`src/hw/pfp_pkg.sv`:
```
package pfp_pkg;
   // ----------------------------------------------------------------
   // sizes
   // ----------------------------------------------------------------
   localparam int DATA_W = 8;
   localparam int FIFO_DEPTH = 16;
   localparam int PTR_W = 4;
   localparam int CNT_W = 5;
   // ----------------------------------------------------------------
   // timing
   // ----------------------------------------------------------------
   localparam int CLK_PERIOD_NS = 10;
   localparam int FLAG_HOLD_NS = 80;
   localparam int FLAG_HOLD_CYC =
      (FLAG_HOLD_NS + CLK_PERIOD_NS - 1) / CLK_PERIOD_NS;
   localparam int HOLD_W = 4;
   localparam logic [HOLD_W-1:0] HOLD_LOAD = HOLD_W'(FLAG_HOLD_CYC);
   localparam logic [HOLD_W-1:0] HOLD_ZERO = 4'h0;
   localparam logic [CNT_W-1:0] CNT_FULL = CNT_W'(FIFO_DEPTH);
   localparam logic [CNT_W-1:0] CNT_ZERO = 5'h00;
   localparam logic [PTR_W-1:0] PTR_ZERO = 4'h0;
   localparam logic [PTR_W-1:0] PTR_ONE = 4'h1;
   localparam logic [DATA_W-1:0] BYTE_ZERO = 8'h00;

   // ----------------------------------------------------------------
   // strobe phase of each side
   // ----------------------------------------------------------------
   typedef enum logic [1:0] {
      PFP_IDLE = 2'b00,
      PFP_ACTIVE = 2'b01,
      PFP_HOLD = 2'b11
   } pfp_phase_t;

   typedef struct packed {
      logic [DATA_W-1:0] data;
      logic valid;
   } pfp_byte_t;

   typedef struct packed {
      logic [PTR_W-1:0] wptr;
      logic [PTR_W-1:0] rptr;
      logic [CNT_W-1:0] cnt;
   } pfp_ptrs_t;
endpackage

```
`src/hw/pfp_port.sv`:
```
`timescale 1ns/1ps
// Function
// receive flag low while a readable byte waits, high otherwise
// host reads only when receive flag low, by pulsing strobe low
// transmit flag low while transmit FIFO can take a byte
// host writes only when transmit flag low, strobe high then low
// drive data lines while read strobe low, release when high
// read strobe falling edge fetches next receive byte
// write strobe falling edge appends data lines to transmit FIFO
// receive flag held high at least 80 ns after each read
// transmit flag held high at least 80 ns after each write
// strobes synchronised and edge-detected before flags or pointers
module pfp_port
   import pfp_pkg::*;
(
   input wire logic mclk_i, // system clock, 100 MHz
   input wire logic nrst_i, // async reset, active low
   input wire logic rd_n_i, // host read strobe, active low
   input wire logic wr_i, // host write strobe, falling edge writes
   input wire logic [DATA_W-1:0] fifo_byte_bus_i, // data lines in
   output logic [DATA_W-1:0] fifo_byte_bus_o, // data lines out
   output logic fifo_byte_bus_oe_n_o, // low while driving
   output logic rx_avail_n_o, // low when a byte can be read
   output logic tx_space_n_o, // low when a byte can be written
   input wire logic rx_push_i, // core pushes a byte for host
   input wire logic [DATA_W-1:0] rx_data_i, // byte to push
   output logic rx_ready_o, // receive FIFO has room
   input wire logic tx_pop_i, // core takes a host byte
   output logic [DATA_W-1:0] tx_data_o, // head of transmit FIFO
   output logic tx_valid_o // transmit FIFO not empty
);
   // ----------------------------------------------------------------
   // state
   // ----------------------------------------------------------------
   typedef struct packed {
      pfp_ptrs_t rx;
      pfp_ptrs_t tx;
      pfp_phase_t rph;
      pfp_phase_t wph;
      logic [HOLD_W-1:0] rhold;
      logic [HOLD_W-1:0] whold;
      pfp_byte_t cur;
      logic oe_n;
      logic rx_n;
      logic tx_n;
      logic rx_rdy;
      logic tx_vld;
      logic [DATA_W-1:0] tx_head;
   } pfp_st_t;

   pfp_st_t st;
   pfp_st_t next_st;
   logic [DATA_W-1:0] rx_mem [FIFO_DEPTH];
   logic [DATA_W-1:0] tx_mem [FIFO_DEPTH];
   logic rd_fall, rd_rise;
   logic wr_lvl, wr_fall;
   logic rx_wr, tx_wr, rx_rd, tx_rd;

   pfp_edge_sync #(
      .IDLE_LVL(1'b1)
   ) u_rd_sync (
      .mclk_i(mclk_i),
      .nrst_i(nrst_i),
      .pin_i(rd_n_i),
      .level_o(),
      .fall_o(rd_fall),
      .rise_o(rd_rise)
   );

   pfp_edge_sync u_wr_sync (
      .mclk_i(mclk_i),
      .nrst_i(nrst_i),
      .pin_i(wr_i),
      .level_o(wr_lvl),
      .fall_o(wr_fall),
      .rise_o()
   );

   // ----------------------------------------------------------------
   // next state
   // ----------------------------------------------------------------
   always_comb begin
      next_st = st;
      rx_wr = rx_push_i && (st.rx.cnt != CNT_FULL);
      rx_rd = 1'b0;
      tx_wr = 1'b0;
      tx_rd = tx_pop_i && (st.tx.cnt != CNT_ZERO);
      // read side
      case (st.rph)
         PFP_IDLE: begin
            if (rd_fall) begin
               next_st.rph = PFP_ACTIVE;
               next_st.cur.valid = (st.rx.cnt != CNT_ZERO);
               if (st.rx.cnt != CNT_ZERO) begin
                  rx_rd = 1'b1;
                  next_st.cur.data = rx_mem[st.rx.rptr];
               end
            end
         end
         PFP_ACTIVE: begin
            if (rd_rise) begin
               next_st.rph = PFP_HOLD;
               next_st.rhold = HOLD_LOAD;
            end
         end
         PFP_HOLD: begin
            if (st.rhold != HOLD_ZERO) begin
               next_st.rhold = st.rhold - 4'h1;
            end else begin
               next_st.rph = PFP_IDLE;
            end
         end
         default: next_st.rph = PFP_IDLE;
      endcase
      // write side
      case (st.wph)
         PFP_IDLE: begin
            if (wr_fall) begin
               tx_wr = (st.tx.cnt != CNT_FULL);
               next_st.wph = PFP_HOLD;
               next_st.whold = HOLD_LOAD;
            end
         end
         PFP_HOLD: begin
            if (st.whold != HOLD_ZERO) begin
               next_st.whold = st.whold - 4'h1;
            end else if (!wr_lvl) begin
               next_st.wph = PFP_IDLE;
            end
         end
         default: next_st.wph = PFP_IDLE;
      endcase
      // pointers
      if (rx_wr) next_st.rx.wptr = st.rx.wptr + PTR_ONE;
      if (rx_rd) next_st.rx.rptr = st.rx.rptr + PTR_ONE;
      next_st.rx.cnt = st.rx.cnt + CNT_W'(rx_wr) - CNT_W'(rx_rd);
      if (tx_wr) next_st.tx.wptr = st.tx.wptr + PTR_ONE;
      if (tx_rd) next_st.tx.rptr = st.tx.rptr + PTR_ONE;
      next_st.tx.cnt = st.tx.cnt + CNT_W'(tx_wr) - CNT_W'(tx_rd);
      // registered outputs
      next_st.oe_n = ~(next_st.rph == PFP_ACTIVE);
      next_st.rx_n = ~((next_st.rph == PFP_IDLE) && !rd_rise
                       && (next_st.rx.cnt != CNT_ZERO));
      next_st.tx_n = ~((next_st.wph == PFP_IDLE)
                       && (next_st.tx.cnt != CNT_FULL));
      next_st.rx_rdy = (next_st.rx.cnt != CNT_FULL);
      next_st.tx_vld = (next_st.tx.cnt != CNT_ZERO);
      // bypass when the new head slot is the one written this cycle
      next_st.tx_head = (tx_wr && (next_st.tx.rptr == st.tx.wptr)) ?
         fifo_byte_bus_i : tx_mem[next_st.tx.rptr];
   end

   // ----------------------------------------------------------------
   // registers and memories
   // ----------------------------------------------------------------
   always_ff @(posedge mclk_i or negedge nrst_i) begin
      if (!nrst_i) begin
         st <= '0;
         st.oe_n <= 1'b1;
         st.rx_n <= 1'b1;
         st.tx_n <= 1'b1;
         st.rx_rdy <= 1'b1;
      end else begin
         st <= next_st;
      end
   end

   always_ff @(posedge mclk_i) begin
      if (rx_wr) rx_mem[st.rx.wptr] <= rx_data_i;
      if (tx_wr) tx_mem[st.tx.wptr] <= fifo_byte_bus_i;
   end

   assign fifo_byte_bus_o = st.cur.data;
   assign fifo_byte_bus_oe_n_o = st.oe_n;
   assign rx_avail_n_o = st.rx_n;
   assign tx_space_n_o = st.tx_n;
   assign rx_ready_o = st.rx_rdy;
   assign tx_valid_o = st.tx_vld;
   assign tx_data_o = st.tx_head;

   // ----------------------------------------------------------------
   // checks
   // ----------------------------------------------------------------
   rx_hold_high_a: assert property (
      @(posedge mclk_i) disable iff (!nrst_i)
      rd_rise ##1 1'b1 |-> rx_avail_n_o [*8])
      else $error("receive flag reasserted too soon");
   tx_hold_high_a: assert property (
      @(posedge mclk_i) disable iff (!nrst_i)
      wr_fall |=> tx_space_n_o [*8])
      else $error("transmit flag reasserted too soon");
   bus_drive_a: assert property (
      @(posedge mclk_i) disable iff (!nrst_i)
      rd_fall |=> !fifo_byte_bus_oe_n_o until_with rd_rise)
      else $error("data lines not driven during read");
   bus_release_a: assert property (
      @(posedge mclk_i) disable iff (!nrst_i)
      rd_rise |=> fifo_byte_bus_oe_n_o)
      else $error("data lines not released");
   rx_empty_flag_a: assert property (
      @(posedge mclk_i) disable iff (!nrst_i)
      !rx_avail_n_o |-> st.rx.cnt != CNT_ZERO)
      else $error("receive flag low with empty FIFO");
   tx_full_flag_a: assert property (
      @(posedge mclk_i) disable iff (!nrst_i)
      !tx_space_n_o |-> st.tx.cnt != CNT_FULL)
      else $error("transmit flag low with full FIFO");
   rd_pop_a: assert property (
      @(posedge mclk_i) disable iff (!nrst_i)
      (rd_fall && st.rph == PFP_IDLE && st.rx.cnt != CNT_ZERO
       && !rx_push_i) |=> st.rx.cnt == $past(st.rx.cnt) - 5'h01)
      else $error("read edge did not pop");
   wr_push_a: assert property (
      @(posedge mclk_i) disable iff (!nrst_i)
      (wr_fall && st.wph == PFP_IDLE && st.tx.cnt != CNT_FULL
       && !tx_pop_i) |=> st.tx.cnt == $past(st.tx.cnt) + 5'h01)
      else $error("write edge did not push");
   rd_busy_flag_a: assert property (
      @(posedge mclk_i) disable iff (!nrst_i)
      st.rph != PFP_IDLE |-> rx_avail_n_o)
      else $error("receive flag low during a read");
   wr_busy_flag_a: assert property (
      @(posedge mclk_i) disable iff (!nrst_i)
      st.wph != PFP_IDLE |-> tx_space_n_o)
      else $error("transmit flag low during a write");
   drive_in_read_a: assert property (
      @(posedge mclk_i) disable iff (!nrst_i)
      !fifo_byte_bus_oe_n_o |-> st.rph == PFP_ACTIVE)
      else $error("data lines driven outside a read");
   read_byte_held_a: assert property (
      @(posedge mclk_i) disable iff (!nrst_i)
      st.rph == PFP_ACTIVE |=> $stable(fifo_byte_bus_o))
      else $error("read byte changed during strobe");
   tx_head_a: assert property (
      @(posedge mclk_i) disable iff (!nrst_i)
      tx_valid_o |-> tx_data_o == tx_mem[st.tx.rptr])
      else $error("transmit head does not match FIFO");
endmodule

```
`src/hw/pfp_edge_sync.sv`:
```
`timescale 1ns/1ps
// two-flop synchroniser with falling and rising edge pulses
module pfp_edge_sync
   import pfp_pkg::*;
#(
   parameter logic IDLE_LVL = 1'b0 // pin level while no strobe runs
)
(
   input wire logic mclk_i, // system clock
   input wire logic nrst_i, // async reset, active low
   input wire logic pin_i, // asynchronous pin level
   output logic level_o, // synchronised level
   output logic fall_o, // one-cycle high-to-low pulse
   output logic rise_o // one-cycle low-to-high pulse
);
   typedef struct packed {
      logic meta;
      logic sync;
      logic prev;
      logic fall;
      logic rise;
   } pfp_sync_st_t;

   pfp_sync_st_t st;
   pfp_sync_st_t next_st;

   always_comb begin
      next_st = st;
      next_st.meta = pin_i;
      next_st.sync = st.meta;
      next_st.prev = st.sync;
      next_st.fall = st.prev & ~st.sync;
      next_st.rise = ~st.prev & st.sync;
   end

   always_ff @(posedge mclk_i or negedge nrst_i) begin
      if (!nrst_i) begin
         // chain starts at the idle level so no false edge follows reset
         st <= '{meta: IDLE_LVL, sync: IDLE_LVL, prev: IDLE_LVL,
                 fall: 1'b0, rise: 1'b0};
      end else begin
         st <= next_st;
      end
   end

   assign level_o = st.sync;
   assign fall_o = st.fall;
   assign rise_o = st.rise;
endmodule

```
`config.mk`:
```
export PLATFORM = sky130hd
export DESIGN_NAME = pfp_port
export DESIGN_NICKNAME = d
export VERILOG_FILES = /design/src/hw/pfp_pkg.sv /design/src/hw/pfp_port.sv /design/src/hw/pfp_edge_sync.sv
export SDC_FILE = /design/constraint.sdc
export NUM_CORES = 1
export LEC_CHECK = 0
export BUFFER_PORTS_ARGS = -buffer_cell sky130_fd_sc_hd__buf_4
export CAP_MARGIN = 20
export CELL_PAD_IN_SITES_DETAIL_PLACEMENT = 0
export CELL_PAD_IN_SITES_GLOBAL_PLACEMENT = 1
export CORE_UTILIZATION = 50
export CTS_BUF_LIST = sky130_fd_sc_hd__clkbuf_2 sky130_fd_sc_hd__clkbuf_4 sky130_fd_sc_hd__clkbuf_8
export DETAILED_ROUTE_END_ITERATION = 7
export PLACE_DENSITY = 0.78
export REMOVE_ABC_BUFFERS = 1
export SYNTH_ARGS = -nofsm -noshare
export SYNTH_HDL_FRONTEND = slang
export SYNTH_SLANG_ARGS = --single-unit
export TNS_END_PERCENT = 10
```
`constraint.sdc`:
```
create_clock -name mclk_i -period 3.3 [get_ports mclk_i]
set_input_delay 0.825 -clock mclk_i [delete_from_list [all_inputs] [get_ports mclk_i]]
set_output_delay 0.825 -clock mclk_i [all_outputs]
set_load 0.03 [all_outputs]
```
==> qor.yml <==
layout:
  areaGrowthSynthToFinish_pct: 13.79
  final_util_pct: 58.46
  drive_gt1_share_pct: 31.08
  final_cells: 1398
  n_fill_cell: 2165
  num-nets-final: 1028
  n_antenna_cell: 0
clock_network:
  clk_latency_ps: 590
  htreeDepth: 2
  numCtsBuffers: 52
  cts_setup_buffers: 0
  cts_buffer_depth: 3
  clk_pin_slew_ps: 70
  clock_sinks: 324
  cts.repair.resized: 0
  cts_root_buffer: "clkbuf_8"
  holdBufCountCts: 0
  tritoncts: "done"
synth:
  yosysWarnings: 0
  synth_area_um2: 14390
  synth.most_common_cell: "edfxtp_1"
  synth_edf_count: 256
  avgSynthCellArea_um2: 15.99
  ys_top_cells_by_area: "edfxtp_1 (53%), dfrtp_1 (11%), mux4_2 (9.1%)"
  ys_ff_latch: 324
  async_reset_ff_share_pct: 20.99
  ys_seq_area_share_pct: 65.30
  ys_types: 65
  ys_top_cells_by_count: "edfxtp_1 (256), dfrtp_1 (61), mux4_2 (58)"
  syn_inst: 900
  synth_top_flop_cell: "edfxtp_1"
  synth_top_area_share_pct: 53.42
  synth.largest_area_cell: "edfxtp_1"
floorplan:
  die_w_um: 171.7
  ios: 43
  rows: 61
  coreArea_um2: 28010
  start_util_pct: 51.38
  die_area_um2: 29470
  die_h_um: 171.7
sta:
  fmax_mhz: 333.6
  finalMaxSlewViolations: 0
  rsz0062_at_grt: "no"
  slew_headroom_pct: 44.25
  hold_violations: 0
  skew_ps: 27.48
  finalWorstSetupSlack_ps: 302.1
  worst_pin_slew_ps: 833.1
  whs_ps: 238.8
  fin_crit_sh_pct: 90.84
  final.min_clock_period_ps: 2998
  setup_viol: 0
setup_path:
  worst-setup-path-type: "reg -> reg"
  crit_path_max_fanout: 3
  endpoint_kind: "register"
  crit_required_ps: 3800
  start_kind: "register"
  critical_path_arrival_ps: 3500
routing:
  firstDrtPassIters: 6
  wl_um: 29120
  wire_per_inst_um: 20.83
  viasPerCell: 5.795
  vias: 8102
  drc: 0
  drtIter0Drc: 649
  ant_nets: 0
pwr:
  combPwrFrac_pct: 37.0
  swShare_pct: 34.10
  p_switching_mw: 4.962
  pwr-share-clk_pct: 25.3
  p_seq_share_pct: 37.7
  p_int_mw: 9.591
  ir_drop_mv: 0.4498
  p_leak_nw: 5.757
  power_density_nw_per_um2: 888.7
global_route:
  antenna_found_initial: 0
  grt_pass1_wl_um: 45840
  gr-usage-met1_pct: 25.93
  grt_pass1_vias: 8440
  met3_usage_pct: 3.290
  grt.overflow.total: 0
  grt_max_degree: 48
  busiest_layer: "met2"
  grt_usage_pct: 20.61
  grtUsageMet2_pct: 36.07
placed_design:
  place_inst: 1299
  portBuffers: 42
  globalplace.congestion: 0.7841
  place_ws_ps: 224.3
  place_hpwl_um: 18650
hold_path:
  worst_hold_path_type: "in -> async"
job:
  max_cap_violations: 0
outcome:
  status: "complete, no violations"
## critical path, stage by stage (launching register included)
cell	delay [ps]
dfrtp_1	390
inv_1	90
ha_1	190
or4b_4	520
nand2_8	90
inv_2	40
ha_1	260
inv_1	60
ha_1	160
inv_1	60
fa_1	490
inv_1	60
nor4_2	300
inv_1	60
o21ai_0	140
## worst paths after layout
| kind | end | from | slack, ps | cells after the start |
|---|---|---|---|---|
| worst max-delay path | tx_space_n_o | st[37] | 300 | 14 |
| worst min-delay path | st[56] | nrst_i | 240 | 1 |
| worst max register to register | tx_space_n_o | st[37] | 300 | 14 |
| worst min register to register | u_rd_sync.level_o | u_rd_sync.next_st[3] | 360 | 0 |
| max in group asynchronous | rx_ready_o | nrst_i | 2290 | 2 |
| min in group mclk_i | u_rd_sync.next_st[3] | rd_n_i | 340 | 1 |
## registers in the layout, indices dropped and copies added (netlist names), 8 cells and up
register and cells:
tx_data_o 8, tx_mem 128, rx_mem 128, fifo_byte_bus_o 8
st 38
## cells by family (layout without fill, tap and decap cells)
kind of cell    count (synthesis)  in the layout  share of synthesized area [%]
xor+xnor                       31             31                          2.078
mux                           118            118                          13.72
flops                         324            324                          65.30
simple gates                  141            141                          4.869
fa+ha+maj                      30             30                          2.713
compound gates                156            156                          8.059
buf+inv                       100            220                          3.260
## layer usage
metal | part of all wire (%) | wire length (µm) | vias up
met5 | 0 | 0 | -
met4 | 2.2 | 652 | 0
met3 | 3.9 | 1134 | 51
met2 | 52 | 15040 | 187
met1 | 42 | 12300 | 4150
li1 | - | - | 3714
## stage by stage
stage	power [mW]	instance area, µm²	setup TNS [ps]
final	14.55	16380	0
after global placement	10.86	15200	0
after detailed placement	10.93	15200	0
after CTS	14.66	16360	0
after floorplan	9.301	14040	-10680
after global routing	15.38	16380	0
## cells in the final DEF (no fill, tap or decap), types with 11 or more instances in the layout
cell type / synthesis / routed
edfxtp_1: 256 / 256
buf_4: 16 / 89
clkbuf_8: 0 / 63
mux4_2: 58 / 58
dfrtp_1: 61 / 58
mux2_2: 53 / 53
nor2_1: 46 / 46
nand2_1: 35 / 35
a21oi_1: 34 / 34
inv_1: 31 / 31
a221oi_1: 28 / 28
ha_1: 28 / 28
o21ai_0: 20 / 20
xnor2_1: 19 / 19
clkbuf_4: 0 / 19
a22oi_1: 14 / 14
a222oi_1: 14 / 14
nor3_1: 11 / 11
## power by group through the flow
stage / Clock (mW) / Combinational (mW) / Sequential (mW)
after detailed placement: 0 / 5.37 / 5.56
after floorplan: 0 / 3.28 / 6.02
after global placement: 0 / 5.31 / 5.55
final: 3.69 / 5.38 / 5.48
after global routing: 3.95 / 5.88 / 5.56
after CTS: 3.77 / 5.40 / 5.49
## final cells by class
| class | instances | area, µm² | share of cell area [%] |
|---|---|---|---|
| well taps | 378 | 473.0 | 2.888 |
| repair buffers | 90 | 688.2 | 4.202 |
| multi-input cells | 476 | 4533 | 27.68 |
| flip-flops and latches | 324 | 9404 | 57.43 |
| inverters | 32 | 120.1 | 0.7335 |
| clock inverters | 16 | 147.6 | 0.9016 |
| clock buffers | 82 | 1010 | 6.166 |
Power figures use the tool's default switching activity.
